### config.mk
export PLATFORM = sky130hd
export DESIGN_NAME = interrupt_request_controller
export DESIGN_NICKNAME = d
export VERILOG_FILES = /design/src/hdl/irc_pkg.sv /design/src/hdl/interrupt_request_controller.sv /design/src/hdl/src_edge_detect.sv
export SDC_FILE = /design/constraint.sdc
export NUM_CORES = 1
export LEC_CHECK = 0
export BUFFER_PORTS_ARGS = -buffer_cell sky130_fd_sc_hd__buf_2
export CAP_MARGIN = 10
export CORE_MARGIN = 10
export CORE_UTILIZATION = 52
export CTS_BUF_LIST = sky130_fd_sc_hd__clkbuf_8
export DETAILED_ROUTE_END_ITERATION = 7
export GPL_ROUTABILITY_DRIVEN = 0
export GPL_TIMING_DRIVEN = 0
export PLACE_DENSITY = 0.81
export RECOVER_POWER = 50
export SYNTH_ARGS = -nofsm -noshare
export SYNTH_HDL_FRONTEND = slang
export SYNTH_SLANG_ARGS = --single-unit
### constraint.sdc
create_clock -name clk -period 5.7 [get_ports clk]
set_input_delay 0 -clock clk [delete_from_list [all_inputs] [get_ports clk]]
set_output_delay 0 -clock clk [all_outputs]
set_load 0.01 [all_outputs]
### src/hdl/irc_pkg.sv
// shared constants and types of the interrupt request controller
package irc_pkg;

    // source count and positions in the flag, enable and edge fields
    localparam int NUM_SRC   = 7;
    localparam int SRC_PA0   = 0;
    localparam int SRC_PB0   = 1;
    localparam int SRC_T16   = 2;
    localparam int SRC_CMP   = 3;
    localparam int SRC_TM2   = 4;
    localparam int SRC_TM3   = 5;
    localparam int SRC_PWM   = 6;
    localparam int EDGE_W    = 2;

    // apb register byte offsets
    localparam logic [7:0] OFF_FLAG   = 8'h00;
    localparam logic [7:0] OFF_ENABLE = 8'h04;
    localparam logic [7:0] OFF_EDGE   = 8'h08;
    localparam logic [7:0] OFF_T16SEL = 8'h0c;
    localparam logic [7:0] OFF_SP     = 8'h10;
    localparam logic [7:0] OFF_STATUS = 8'h14;

    // status register bit positions
    localparam int STAT_GE   = 0;
    localparam int STAT_BUSY = 1;

    // per-source edge select codes
    localparam logic [1:0] EDGE_BOTH = 2'h0;
    localparam logic [1:0] EDGE_RISE = 2'h1;
    localparam logic [1:0] EDGE_FALL = 2'h2;

    // reset values
    localparam logic [6:0]  FLAG_RST   = 7'h00;
    localparam logic [6:0]  ENABLE_RST = 7'h00;
    localparam logic [13:0] EDGE_RST   = 14'h0000;
    localparam logic [2:0]  T16SEL_RST = 3'h0;
    localparam logic [7:0]  SP_RST     = 8'h00;

    // vector and stack step
    localparam logic [15:0] VECTOR_ADDR = 16'h0010;
    localparam logic [7:0]  SP_STEP     = 8'h02;

    // sequencer states
    typedef enum logic [2:0] {
        ST_IDLE,
        ST_RET_RD,
        ST_RET_WT,
        ST_POP_RD,
        ST_POP_WT
    } ctl_state_e;

endpackage

### src/hdl/interrupt_request_controller.sv
// interrupt request controller with apb registers and stack sequencer
//
// Design decisions made here: the APB interface to the registers and the address map.
`timescale 1ns/1ps

// Contract
// - seven sources, two pins, three timers, a comparator, a pwm, one flag each.
// - each source reaches the cpu only through its own writable enable bit.
// - flags are set by hardware only; writing zero to a flag bit clears it.
// - each source's flag edge is selectable as rising, falling or both, except the timer's, which is rising or falling.
// - a global enable, set and cleared by two instructions, gates all lines.
// - a flag is still set by its event while its enable bit is zero.
// - taking an interrupt stores the pc at the stack pointer, which grows by 2.
// - taking an interrupt clears the global enable and jumps to 0x010.
// - return reloads the pc from the stack, drops it by 2, sets the enable.
// - the flag register is readable so the handler finds its sources.
// - push and pop save and restore accumulator and flags via the stack.
// - the timer source is a selectable counter bit 15..8 with one edge bit.
module interrupt_request_controller (
    input  wire logic        clk,
    input  wire logic        rst,
    input  wire logic [7:0]  paddr,
    input  wire logic        psel,
    input  wire logic        penable,
    input  wire logic        pwrite,
    input  wire logic [31:0] pwdata,
    output logic      [31:0] prdata,
    output logic             pready,
    output logic             pslverr,
    input  wire logic        port_a_pin_zero,
    input  wire logic        port_b_pin_zero,
    input  wire logic [7:0]  t16_count_hi,
    input  wire logic        comparator_out,
    input  wire logic        second_timer_out,
    input  wire logic        third_timer_out,
    input  wire logic        pwm_generator_zero_out,
    input  wire logic        insn_boundary,
    input  wire logic [15:0] pc_in,
    input  wire logic        reti_req,
    input  wire logic        engint_req,
    input  wire logic        disgint_req,
    input  wire logic        pushaf_req,
    input  wire logic        popaf_req,
    input  wire logic [15:0] acc_flags_in,
    input  wire logic [15:0] mem_rdata,
    output logic             irq,
    output logic             busy,
    output logic             mem_we,
    output logic             mem_re,
    output logic      [7:0]  mem_addr,
    output logic      [15:0] mem_wdata,
    output logic             pc_load,
    output logic      [15:0] pc_value,
    output logic             af_load,
    output logic      [15:0] af_value
);

    localparam int N       = irc_pkg::NUM_SRC;
    localparam int T16_POL = irc_pkg::EDGE_W * irc_pkg::SRC_T16;

    typedef struct packed {
        logic [1:0]              pin_s1;
        logic [1:0]              pin_s2;
        logic [N-1:0]            flag;
        logic [N-1:0]            en;
        logic [2*N-1:0]          edge_sel;
        logic [2:0]              t16_sel;
        logic [7:0]              sp;
        logic                    ge;
        irc_pkg::ctl_state_e     st;
        logic                    busy;
        logic                    irq;
        logic                    mem_we;
        logic                    mem_re;
        logic [7:0]              mem_addr;
        logic [15:0]             mem_wdata;
        logic                    pc_load;
        logic [15:0]             pc_val;
        logic                    af_load;
        logic [15:0]             af_val;
        logic [31:0]             prdata;
        logic                    pready;
        logic                    pslverr;
    } ctl_s;

    ctl_s r;
    ctl_s n;

    logic [N-1:0] src_lvl;
    logic [N-1:0] rise_en;
    logic [N-1:0] fall_en;
    logic [N-1:0] evt;
    logic         t16_bit;
    logic         wr_acc;
    logic         wr_flag;
    logic         pending;
    logic         take_now;
    logic         reti_ok;
    logic         push_ok;
    logic         pop_ok;

    // timer source is one selectable bit of the upper counter byte
    assign t16_bit = t16_count_hi[r.t16_sel];

    // source vector, pins through their synchronisers
    assign src_lvl = {pwm_generator_zero_out, third_timer_out,
                      second_timer_out, comparator_out, t16_bit,
                      r.pin_s2[1], r.pin_s2[0]};

    // edge enables per source; the timer uses one polarity bit
    genvar i;
    generate
        for (i = 0; i < N; i++) begin : g_edge
            if (i == irc_pkg::SRC_T16) begin : g_t16
                assign rise_en[i] = ~r.edge_sel[T16_POL];
                assign fall_en[i] = r.edge_sel[T16_POL];
            end else begin : g_gen
                logic [1:0] code;
                // direct select so the enables follow register writes
                assign code =
                    r.edge_sel[irc_pkg::EDGE_W*i +: irc_pkg::EDGE_W];
                assign rise_en[i] = code != irc_pkg::EDGE_FALL;
                assign fall_en[i] = code != irc_pkg::EDGE_RISE;
            end
        end
    endgenerate

    src_edge_detect #(
        .WIDTH (N)
    ) u_edge (
        .clk       (clk),
        .rst       (rst),
        .level     (src_lvl),
        .rise_en   (rise_en),
        .fall_en   (fall_en),
        .event_hit (evt)
    );

    // bus write strobe and sequencer start conditions
    assign wr_acc   = psel & penable & pwrite & r.pready & ~r.pslverr;
    assign wr_flag  = wr_acc && (paddr == irc_pkg::OFF_FLAG);
    assign pending  = |(r.flag & r.en);
    assign take_now = (r.st == irc_pkg::ST_IDLE) && insn_boundary &&
                      r.ge && pending;
    assign reti_ok  = (r.st == irc_pkg::ST_IDLE) && reti_req && !take_now;
    assign push_ok  = (r.st == irc_pkg::ST_IDLE) && pushaf_req &&
                      !take_now && !reti_req;
    assign pop_ok   = (r.st == irc_pkg::ST_IDLE) && popaf_req &&
                      !take_now && !reti_req && !pushaf_req;

    // next state of the whole controller
    always_comb begin
        n = r;
        n.pin_s1  = {port_b_pin_zero, port_a_pin_zero};
        n.pin_s2  = r.pin_s1;
        n.mem_we  = 1'b0;
        n.mem_re  = 1'b0;
        n.pc_load = 1'b0;
        n.af_load = 1'b0;
        n.pready  = psel & ~penable;
        n.pslverr = 1'b0;

        // read data and decode captured in the setup cycle
        if (psel && !penable) begin
            n.prdata = 32'h0000_0000;
            case (paddr)
                irc_pkg::OFF_FLAG:   n.prdata = 32'(r.flag);
                irc_pkg::OFF_ENABLE: n.prdata = 32'(r.en);
                irc_pkg::OFF_EDGE:   n.prdata = 32'(r.edge_sel);
                irc_pkg::OFF_T16SEL: n.prdata = 32'(r.t16_sel);
                irc_pkg::OFF_SP:     n.prdata = 32'(r.sp);
                irc_pkg::OFF_STATUS: begin
                    n.prdata[irc_pkg::STAT_GE]   = r.ge;
                    n.prdata[irc_pkg::STAT_BUSY] = r.busy;
                end
                default:             n.pslverr = 1'b1;
            endcase
        end

        // events set flags regardless of enable, set beats a clear
        n.flag = r.flag | evt;
        if (wr_flag) begin
            n.flag = (r.flag & pwdata[N-1:0]) | evt;
        end

        // configuration writes
        if (wr_acc) begin
            case (paddr)
                irc_pkg::OFF_ENABLE: n.en = pwdata[N-1:0];
                irc_pkg::OFF_EDGE:   n.edge_sel = pwdata[2*N-1:0];
                irc_pkg::OFF_T16SEL: n.t16_sel = pwdata[2:0];
                irc_pkg::OFF_SP:     n.sp = pwdata[7:0];
                default:             n.en = r.en;
            endcase
        end

        // global enable instructions
        if (engint_req) begin
            n.ge = 1'b1;
        end else if (disgint_req) begin
            n.ge = 1'b0;
        end

        // stack sequencer
        case (r.st)
            irc_pkg::ST_IDLE: begin
                if (take_now) begin
                    n.mem_we    = 1'b1;
                    n.mem_addr  = r.sp;
                    n.mem_wdata = pc_in;
                    n.sp        = r.sp + irc_pkg::SP_STEP;
                    n.ge        = 1'b0;
                    n.pc_load   = 1'b1;
                    n.pc_val    = irc_pkg::VECTOR_ADDR;
                end else if (reti_ok) begin
                    n.mem_re   = 1'b1;
                    n.mem_addr = r.sp - irc_pkg::SP_STEP;
                    n.sp       = r.sp - irc_pkg::SP_STEP;
                    n.st       = irc_pkg::ST_RET_RD;
                end else if (push_ok) begin
                    n.mem_we    = 1'b1;
                    n.mem_addr  = r.sp;
                    n.mem_wdata = acc_flags_in;
                    n.sp        = r.sp + irc_pkg::SP_STEP;
                end else if (pop_ok) begin
                    n.mem_re   = 1'b1;
                    n.mem_addr = r.sp - irc_pkg::SP_STEP;
                    n.sp       = r.sp - irc_pkg::SP_STEP;
                    n.st       = irc_pkg::ST_POP_RD;
                end
            end
            irc_pkg::ST_RET_RD: n.st = irc_pkg::ST_RET_WT;
            irc_pkg::ST_RET_WT: begin
                n.pc_load = 1'b1;
                n.pc_val  = mem_rdata;
                n.ge      = 1'b1;
                n.st      = irc_pkg::ST_IDLE;
            end
            irc_pkg::ST_POP_RD: n.st = irc_pkg::ST_POP_WT;
            irc_pkg::ST_POP_WT: begin
                n.af_load = 1'b1;
                n.af_val  = mem_rdata;
                n.st      = irc_pkg::ST_IDLE;
            end
            default: n.st = irc_pkg::ST_IDLE;
        endcase

        // level interrupt and busy follow the next state
        n.busy = n.st != irc_pkg::ST_IDLE;
        n.irq  = n.ge && |(n.flag & n.en);
    end

    // register the whole state
    always_ff @(posedge clk) begin
        if (rst) begin
            r          <= '0;
            r.flag     <= irc_pkg::FLAG_RST;
            r.en       <= irc_pkg::ENABLE_RST;
            r.edge_sel <= irc_pkg::EDGE_RST;
            r.t16_sel  <= irc_pkg::T16SEL_RST;
            r.sp       <= irc_pkg::SP_RST;
            r.st       <= irc_pkg::ST_IDLE;
        end else begin
            r <= n;
        end
    end

    // outputs straight from the state flops
    assign prdata    = r.prdata;
    assign pready    = r.pready;
    assign pslverr   = r.pslverr;
    assign irq       = r.irq;
    assign busy      = r.busy;
    assign mem_we    = r.mem_we;
    assign mem_re    = r.mem_re;
    assign mem_addr  = r.mem_addr;
    assign mem_wdata = r.mem_wdata;
    assign pc_load   = r.pc_load;
    assign pc_value  = r.pc_val;
    assign af_load   = r.af_load;
    assign af_value  = r.af_val;
endmodule

### src/hdl/src_edge_detect.sv
// per-source edge detector with rise and fall enables
`timescale 1ns/1ps

module src_edge_detect #(
    parameter int WIDTH = 7
) (
    input  wire logic             clk,
    input  wire logic             rst,
    input  wire logic [WIDTH-1:0] level,
    input  wire logic [WIDTH-1:0] rise_en,
    input  wire logic [WIDTH-1:0] fall_en,
    output logic      [WIDTH-1:0] event_hit
);

    typedef struct packed {
        logic [WIDTH-1:0] prev;
    } det_s;

    det_s r;
    det_s n;

    // remember the level of the last clock
    always_comb begin
        n      = r;
        n.prev = level;
    end

    always_ff @(posedge clk) begin
        if (rst) begin
            r <= '0;
        end else begin
            r <= n;
        end
    end

    // one pulse per qualified change
    genvar i;
    generate
        for (i = 0; i < WIDTH; i++) begin : g_bit
            assign event_hit[i] =
                (rise_en[i] & level[i] & ~r.prev[i]) |
                (fall_en[i] & ~level[i] & r.prev[i]);
        end
    endgenerate

endmodule

### Word-level counts from Yosys, hierarchy flattened

Cells that the tools add are included.

* logic and storage cells: 187
* input bits: 113
* register bits after elaboration: 150

* $lt $le $gt $ge: 1
* reductions and logical operators: 36
* bitwise gates (word level): 64
* add/sub/neg operators: 2
* equality and inequality tests: 23
* mux-type cells: 38

Operator list (count)
* case mux 12 bit (5 select lines): 1
* two-way mux 8 bit: 7
* two-way mux 17 bit: 2
* case mux 17 bit (2 select lines): 1
* bitwise AND 1 bit: 33
* two-way mux 16 bit: 2
* two-way mux 32 bit: 1
* two-way mux 24 bit: 1
* bitwise AND 7 bit: 3
* NOT 1 bit: 19
* two-way mux 9 bit: 2
* == test 8 x 4 -> 1 bit, second input constant: 2
* == test 8 x 5 -> 1 bit, second input constant: 2
* inequality test 2 bit, second input constant: 8
* logical AND 1 bit: 15
* two-way mux 3 bit: 5
* two-way mux 14 bit: 1
* two-way mux 7 bit: 2
* OR 7 bit: 2
* OR reduction 7 bit: 2
* inequality test 2 x 1 -> 1 bit, second input constant: 6
* case mux 2 bit (6 select lines): 1
* two-way mux 1 bit: 9
* case mux 3 bit (3 select lines): 1
* 21 further kinds: 36

### Longest topological paths before layout

Gate-level depths: netlist of run 1.

* word-level depth: 14
* mapped depth: 9
* depth with buffers taken out: 8

### By module

A second synthesis of run 1 with hierarchy kept.

* cells, all modules: 795
* area total of the unflattened synthesis: 6507.5 um^2

By module, submodules not included
* interrupt_request_controller: area an instance 6227.2 um^2, cells an instance 760, times used 1
* src_edge_detect: area an instance 280.3 um^2, cells an instance 35, times used 1

### Worst setup path after synthesis of run 1

Ideal clock, no wire load.

* path kind: register -> register
* from: register r (netlist bit pslverr)
* to: register r[107] (netlist bit)
* clock period less this slack: 1.974 ns
* arrival time: 1.847 ns
* slack: 3.726 ns
* cell stages (with the launch flop): 9
* cell sequence: dfxtp_1 and3b_1 buf_2 nand3_2 or3_1 buf_6 mux2_4 a221oi_2 nor2_1

* longest elaborated chain between the ends: 8

Ends and longest elaborated chain
* start: declaration: RTL line interrupt_request_controller.sv:86 `ctl_s r;`
* start signal: assignment: RTL line interrupt_request_controller.sv:264 `r <= n;`
* NOT 1 bit *: RTL line interrupt_request_controller.sv:140 `assign wr_acc = psel & penable & pwrite & r.pready & ~r.pslverr;`
* bitwise AND 1 bit *: RTL line interrupt_request_controller.sv:140
* two-way mux 32 bit *: RTL line interrupt_request_controller.sv:187 `if (wr_acc) begin`
* two-way mux 8 bit: RTL line interrupt_request_controller.sv:225 `end else if (pop_ok) begin`
* two-way mux 8 bit: RTL line interrupt_request_controller.sv:220 `end else if (push_ok) begin`
* two-way mux 8 bit: RTL line interrupt_request_controller.sv:215 `end else if (reti_ok) begin`
* two-way mux 8 bit: RTL line interrupt_request_controller.sv:207 `if (take_now) begin`
* two-way mux 8 bit *: RTL line interrupt_request_controller.sv:205 `case (r.st)`

Mark *: on every way between the ends. The rest lies on a longest branch, timed or not.
A chain may end at the register's enable or synchronous reset.

### Worst setup path in the final report of run 1

* from: register r[127] (netlist bit)
* to: register r (netlist bit mem_wdata[10])

* longest elaborated chain between the ends: 8

Ends and longest elaborated chain
* bitwise AND 7 bit *: RTL line interrupt_request_controller.sv:142 `assign pending = |(r.flag & r.en);`
* OR reduction 7 bit *: RTL line interrupt_request_controller.sv:142
* logical AND 1 bit *: RTL line interrupt_request_controller.sv:144 `r.ge && pending;`
* logical NOT 1 bit: RTL line interrupt_request_controller.sv:145, interrupt_request_controller.sv:147
* logical AND 1 bit: RTL line interrupt_request_controller.sv:146 `assign push_ok = (r.st == irc_pkg::ST_IDLE) && pushaf_req &&`
* logical AND 1 bit: RTL line interrupt_request_controller.sv:147 `!take_now && !reti_req;`
* nonzero test 2 bit (no source line)
* AND reduction 3 bit (no source line)

Marks and branches as above.

==> results of run 1 <==
[per-layer routing]
layer	GRT usage (%)	share of wire, %
met5	0	0
met1	26.6	39
met4	12.2	3.2
met2	41.9	51
met3	5.49	6.4
[flip-flops by register name, indices dropped and copies added (netlist names)]
name / count
busy: 1
pc_load: 1
prdata: 14
irq: 1
mem_wdata: 16
g_edge.g_gen.code: 12
u_edge.r: 7
af_value: 16
pready: 1
fall_en: 1
af_load: 1
r: 32
mem_re: 1
n: 2
pslverr: 1
mem_addr: 8
pc_value: 16
mem_we: 1
[cell usage in the layout (no fill, tap or decap), drive strengths merged, types with 3 or more instances in the layout]
cell type,count
buf,193
clkbuf,133
dfxtp,132
nor2,96
dlygate4sd3,75
nand2,75
a21oi,60
mux2i,46
nand3,30
a22oi,18
nor2b,18
a211oi,18
conb,18
nor3,14
inv,12
o21ai,12
nand2b,9
a21o,7
xor2,7
nand4,5
or3,5
a31oi,5
o22ai,5
a221oi,5
mux4,5
mux2,5
diode,4
and2,4
and3,3
nor4bb,3
bufinv,3
a21boi,3
clkinv,3
[cell type report]
| type | instances | area (µm²) |
|---|---|---|
| multi-input cells | 501 | 3030 |
| fillers | 934 | 3440 |
| well taps | 168 | 210 |
| diodes | 4 | 10.0 |
| repair buffers | 243 | 1490 |
| plain buffers | 137 | 883 |
| inverters | 10 | 37.5 |
| clock inverters | 10 | 131 |
| clock buffers | 21 | 289 |
| flip-flops and latches | 132 | 2640 |
[worst max-delay path, cell delays in order (launching register included)]
cell and delay [ps]:
dfxtp_1 330, a222oi_1 510, a31oi_1 290, nand2_2 300, buf_4 270, mux2i_1 290
dlygate4sd3_1 600, a211oi_1 80
[worst max path at each step]
stage | slack [ps] | end | start
after floorplan | 3730 | r[107] | pslverr
after global placement | 3390 | irq | pslverr
after detailed placement | 3380 | irq | pslverr
after CTS | 2990 | mem_wdata[4] | r[127]
after global routing | 2710 | mem_wdata[14] | r[127]
final | 2900 | mem_wdata[10] | r[127]
[per-stage QoR]
| stage | worst slack [ps] | hold WS [ps] | instance area, µm² |
|---|---|---|---|
| floorplan | 3730 | 125 | 6590 |
| global placement | 3390 | 216 | 7640 |
| detailed placement | 3380 | 213 | 7640 |
| CTS | 2990 | 6.81 | 8810 |
| global route | 2710 | 72.4 | 8720 |
| finish | 2900 | 29.2 | 8720 |
[what timing repair did]
action,in CTS,in global routing
hold buffers,75,0
resized for setup,0,0
endpoints found under the hold margin,92,0
[report_power, final]
part	total [mW]	leakage (nW)	switching [mW]	internal (mW)
sequential	1.00	1.08	0.0307	0.970
clock	0.840	0.216	0.367	0.473
combinational	0.435	2.45	0.234	0.202
total	2.28	3.74	0.631	1.64
[cells by family (layout without fill, tap and decap cells)]
kind of cell / Yosys count / count (layout)
AO/OA/AOI/OAI: 146 / 146
adder cells (fa/ha/maj): 2 / 2
flip-flops: 132 / 132
AND/OR/NAND/NOR: 271 / 271
XOR/XNOR: 8 / 8
buffers and inverters: 147 / 421
multiplexers: 56 / 56
other: 1 / 22
==> reports/qor.csv, run 1 <==
metric,value,unit
largest net degree at the start of global routing,17,
XOR/XNOR share of the synthesized area,1.07,%
Final Hold Vio Count,0,
CTS root buffer,clkbuf_8,
Die Area,0.0174,mm²
Max-slew headroom,39.2,%
critical hold path startpoint,paddr[6],
setup repair bufs after CTS,0,
Static Leak,3.74,nW
Max Freq,358,MHz
Mapped Cells,763,
Total GRT Usage,24.0,%
vias in the first global route,6581,
most common cell in the netlist,dfxtp_1,
# H-tree levels,4,
initial antenna violation count,4,
top-area cell type share of the netlist area,40.5,%
Post-Synth Simple-Gate Area,19.6,%
Total Nets Final,1157,
Synth Cell Area,0.00653,mm²
RR Startpoint,r[127],
gr ovfl total,0,
Chip Height,132,µm
TritonCTS Buffers,17,
"Core Util, Final",71.7,%
Routed WL per cell,17.5,µm
share of cells above drive strength 1,22.5,%
Adder-Cell Fraction of Synth Area,0.383,%
Via density,5.30,
worst-skew pair later-pin latency,450,ps
Synth Area in Compound Gates,14.4,%
#FFs+latches synth,132,
first drt pass iteration count,8,
reg2reg end,mem_wdata[10],
Setup Crit Path Kind,register to register,
core area,0.0122,mm²
Hold Crit Class,primary input to register,
largest family of logic cells by synthesized area,simple AND/OR/NAND/NOR gates,
post-DP HPWL,14.5,mm
crit path DAT,3110,ps
Synth top cells by count,"132 x dfxtp_1, 96 x nor2_1, 91 x buf_4, 73 x nand2_1, 59 x a21oi_1",
mean post-synth cell area,8.56,µm²
Post-Place Cells,1116,
maximum VDD drop,209,µV
clock sink count,132,
Clock Pin Slew Worst Setup and Hold Paths,80,ps
dominant cell type by area after synthesis,dfxtp_1,
post-synthesis mux area share,9.87,%
Worst Hold Depth,5,
I/O Buffers,168,
Post-synth EDFFs,0,
RSZ-0062 raised after global routing,no,
Routed Antenna Nets,0,
Die Width,132,µm
Slew Limit Fails,0,
Setup Viol. Count Final,0,
DRC,0,
worst-path fanout max,10,
YS warnings,0,
crit end category,register,
io pins,209,
maxcap violations,0,
R2R depth,7,
status,"complete, no violations",
FP Rows,40,
Final Skew,10.5,ps
fin cells,1226,
TNS Setup,0,ps
Area Growth Syn to Fin,33.7,%
power per cell area,261,mW/mm²
minimum clock period,2800,ps
drt total wl,21.5,mm
vias,6499,
Yosys cell types,61,
Post-synth ARST share,0,%
Post-synth top flop,dfxtp_1,
TritonCTS clock tree,built,
overall power,2.28,mW
Worst Path Required,6020,ps
R2R Setup Slk,2900,ps
initial drt markers,611,
sequential fraction of the synthesis area,40.5,%
period utilisation layout,49.1,%
worst slew pin tran,905,ps
Hold Path Sink,r[136],
Initial Utilization,53.7,%
clock tree buffer depth,2,
Worst setup SP type,register,
first-pass GRT wire length,34.0,mm
top post-synthesis cells by area,"dfxtp_1 40%, buf_4 10%, mux2i_1 7.1%",
(Power assumes the default switching activity.)
==> inputs of run 2 (changes only) <==
==> constraint.sdc (replaced) <==
create_clock -name clk -period 2.73 [get_ports clk]
set_input_delay 0 -clock clk [delete_from_list [all_inputs] [get_ports clk]]
set_output_delay 0 -clock clk [all_outputs]
set_load 0.01 [all_outputs]
==> run 2 against run 1 <==
Hold slack lost 4.9 ps. Count of clock-buffer cells in the layout stayed put. Global-route usage down 0.082 points. Via count about the same. Final cell count is 0.24% higher. Clock skew about the same. Flip-flop and latch count is the same. Maximum frequency is 4.4% higher.
==> reports/qor.csv, run 2 (same netlist as run 1, synthesis figures left out) <==
metric,value,unit
status,"complete, no violations",
Total Nets Final,1158,
worst-path fanout max,10,
I/O Buffers,168,
reg2reg end,mem_wdata[12],
"commonest non-fill, non-tap cell in the layout",dfxtp_1,
Final Skew,10.7,ps
period utilisation layout,98.1,%
Post-Place Cells,1116,
Buf/Inv on CP,3,
max incr delay on CP,600,ps
Worst setup SP type,register,
minimum clock period,2680,ps
worst-skew pair later-pin latency,460,ps
post-DP HPWL,14.5,mm
Area Growth Syn to Fin,34.1,%
Total GRT Usage,23.9,%
largest reg by FF count,r,
clock tree buffer depth,2,
Via density,5.28,
crit end category,register,
Setup Viol. Count Final,0,
Setup Crit Path Kind,register to register,
Hold WS,24.3,ps
Routed WL per cell,17.5,µm
drt total wl,21.5,mm
# H-tree levels,4,
maximum VDD drop,440,µV
cells along the critical path,a222oi_1 > buf_4 > a31oi_2 > nand2_2 > buf_4 > mux2i_1 > dlygate4sd3_1 > a211oi_1,
fillers,936,
Die Area,0.0174,mm²
RR Startpoint,r[134],
Chip Height,132,µm
Static Leak,3.75,nW
CTS root buffer,clkbuf_8,
Final Hold Vio Count,0,
Hold Crit Class,primary input to register,
capture point of the critical path,mem_wdata[12],
DRC,0,
maxcap violations,0,
clock sink count,132,
core area,0.0122,mm²
overall power,4.75,mW
crit path DAT,3030,ps
critical path depth,8,
fin cells,1229,
"Core Util, Final",72.0,%
worst slew pin tran,915,ps
most frequent cells in the layout,"132 x dfxtp_1, 112 x clkbuf_1, 98 x buf_2, 96 x nor2_1, 92 x buf_4",
max FFs per register,32,
initial drt markers,617,
Max Freq,373,MHz
crit path max-delay cell type,dlygate4sd3_1,
vias in the first global route,6553,
io pins,209,
cell mode on critical path,buf_4,
TritonCTS clock tree,built,
Initial Utilization,53.7,%
Slew Limit Fails,0,
vias,6495,
R2R Setup Slk,50,ps
CP Launch Point,r[134],
power per cell area,543,mW/mm²
FP Rows,40,
"delay-heaviest family, CP",buffers and inverters,
R2R depth,8,
Clock Pin Slew Worst Setup and Hold Paths,70,ps
Die Width,132,µm
first-pass GRT wire length,34.1,mm
Max-slew headroom,38.5,%
initial antenna violation count,6,
Routed Antenna Nets,0,
Worst Path Required,3080,ps
TritonCTS Buffers,17,
share of cells above drive strength 1,22.7,%
gr ovfl total,0,
largest net degree at the start of global routing,17,
first drt pass iteration count,5,
## run 2: cell types whose count changed in the layout (fill, tap and decap cells not counted), sizes merged
cell    previous run  this run
diode              4         6
clkbuf           133       134
## run 2: per-layer routing
layer / part of all wire (%) / up-vias / routed length (µm) / global-route usage, %
li1: - / 3083 / - / -
met1: 39 / 3086 / 8490 / 26.4
met5: 0 / - / 0 / 0
met3: 5.8 / 66 / 1260 / 5.56
met4: 3.4 / 0 / 738 / 12.3
met2: 51 / 260 / 11100 / 41.7
## run 2: power by group
| part | total (mW) | switching [mW] | internal [mW] |
|---|---|---|---|
| sequential | 2.09 | 0.0660 | 2.03 |
| combinational | 0.909 | 0.488 | 0.422 |
| clock | 1.75 | 0.764 | 0.987 |
| total | 4.75 | 1.32 | 3.43 |
## run 2: cell type report
| cell class | count | area, µm² | area share [%] |
|---|---|---|---|
| multi-input combinational | 501 | 3040 | 34.7 |
| buffer | 137 | 886 | 10.1 |
| clock inverter | 10 | 131 | 1.50 |
| tap | 168 | 210 | 2.40 |
| clock buffer | 21 | 289 | 3.30 |
| timing repair buffer | 244 | 1500 | 17.1 |
| inverter | 10 | 37.5 | 0.429 |
| antenna | 6 | 15.0 | 0.172 |
| sequential | 132 | 2640 | 30.2 |
## run 2: how the worst min path moves through the flow
stage | slack (ps) | cells past startpoint | end | start
detailed placement | 210 | 2 | n[139] | port_a_pin_zero
CTS | 7 | 5 | r[137] | paddr[6]
finish | 20 | 5 | r[136] | paddr[6]
floorplan | 120 | 2 | u_edge.r[6] | pwm_generator_zero_out
global placement | 220 | 2 | n[139] | port_a_pin_zero
global route | 70 | 5 | r[137] | paddr[6]
## run 2: metrics by stage
stage	worst slack [ps]	cell area, µm²	TNS, ps
after floorplan	756	6590	0
after global placement	421	7640	0
after detailed placement	411	7640	0
after CTS	43.5	8810	0
after global routing	-12.1	8750	-17.4
final	52.2	8750	0
## run 2: worst register-to-register path, delay by kind of cell (launching register included)
family | cells | cell delay, ps
AO/OA/AOI/OAI | 3 | 800
buffers and inverters | 3 | 1070
flip-flops | 1 | 330
multiplexers | 1 | 100
AND/OR/NAND/NOR | 1 | 270
## run 2: timing repair
item / CTS / global route
hold endpoints to repair: 92 / 0
hold buffers: 75 / 0
resized for setup: 0 / 3
setup buffers: 0 / 1
endpoints found under the setup margin: 0 / 12
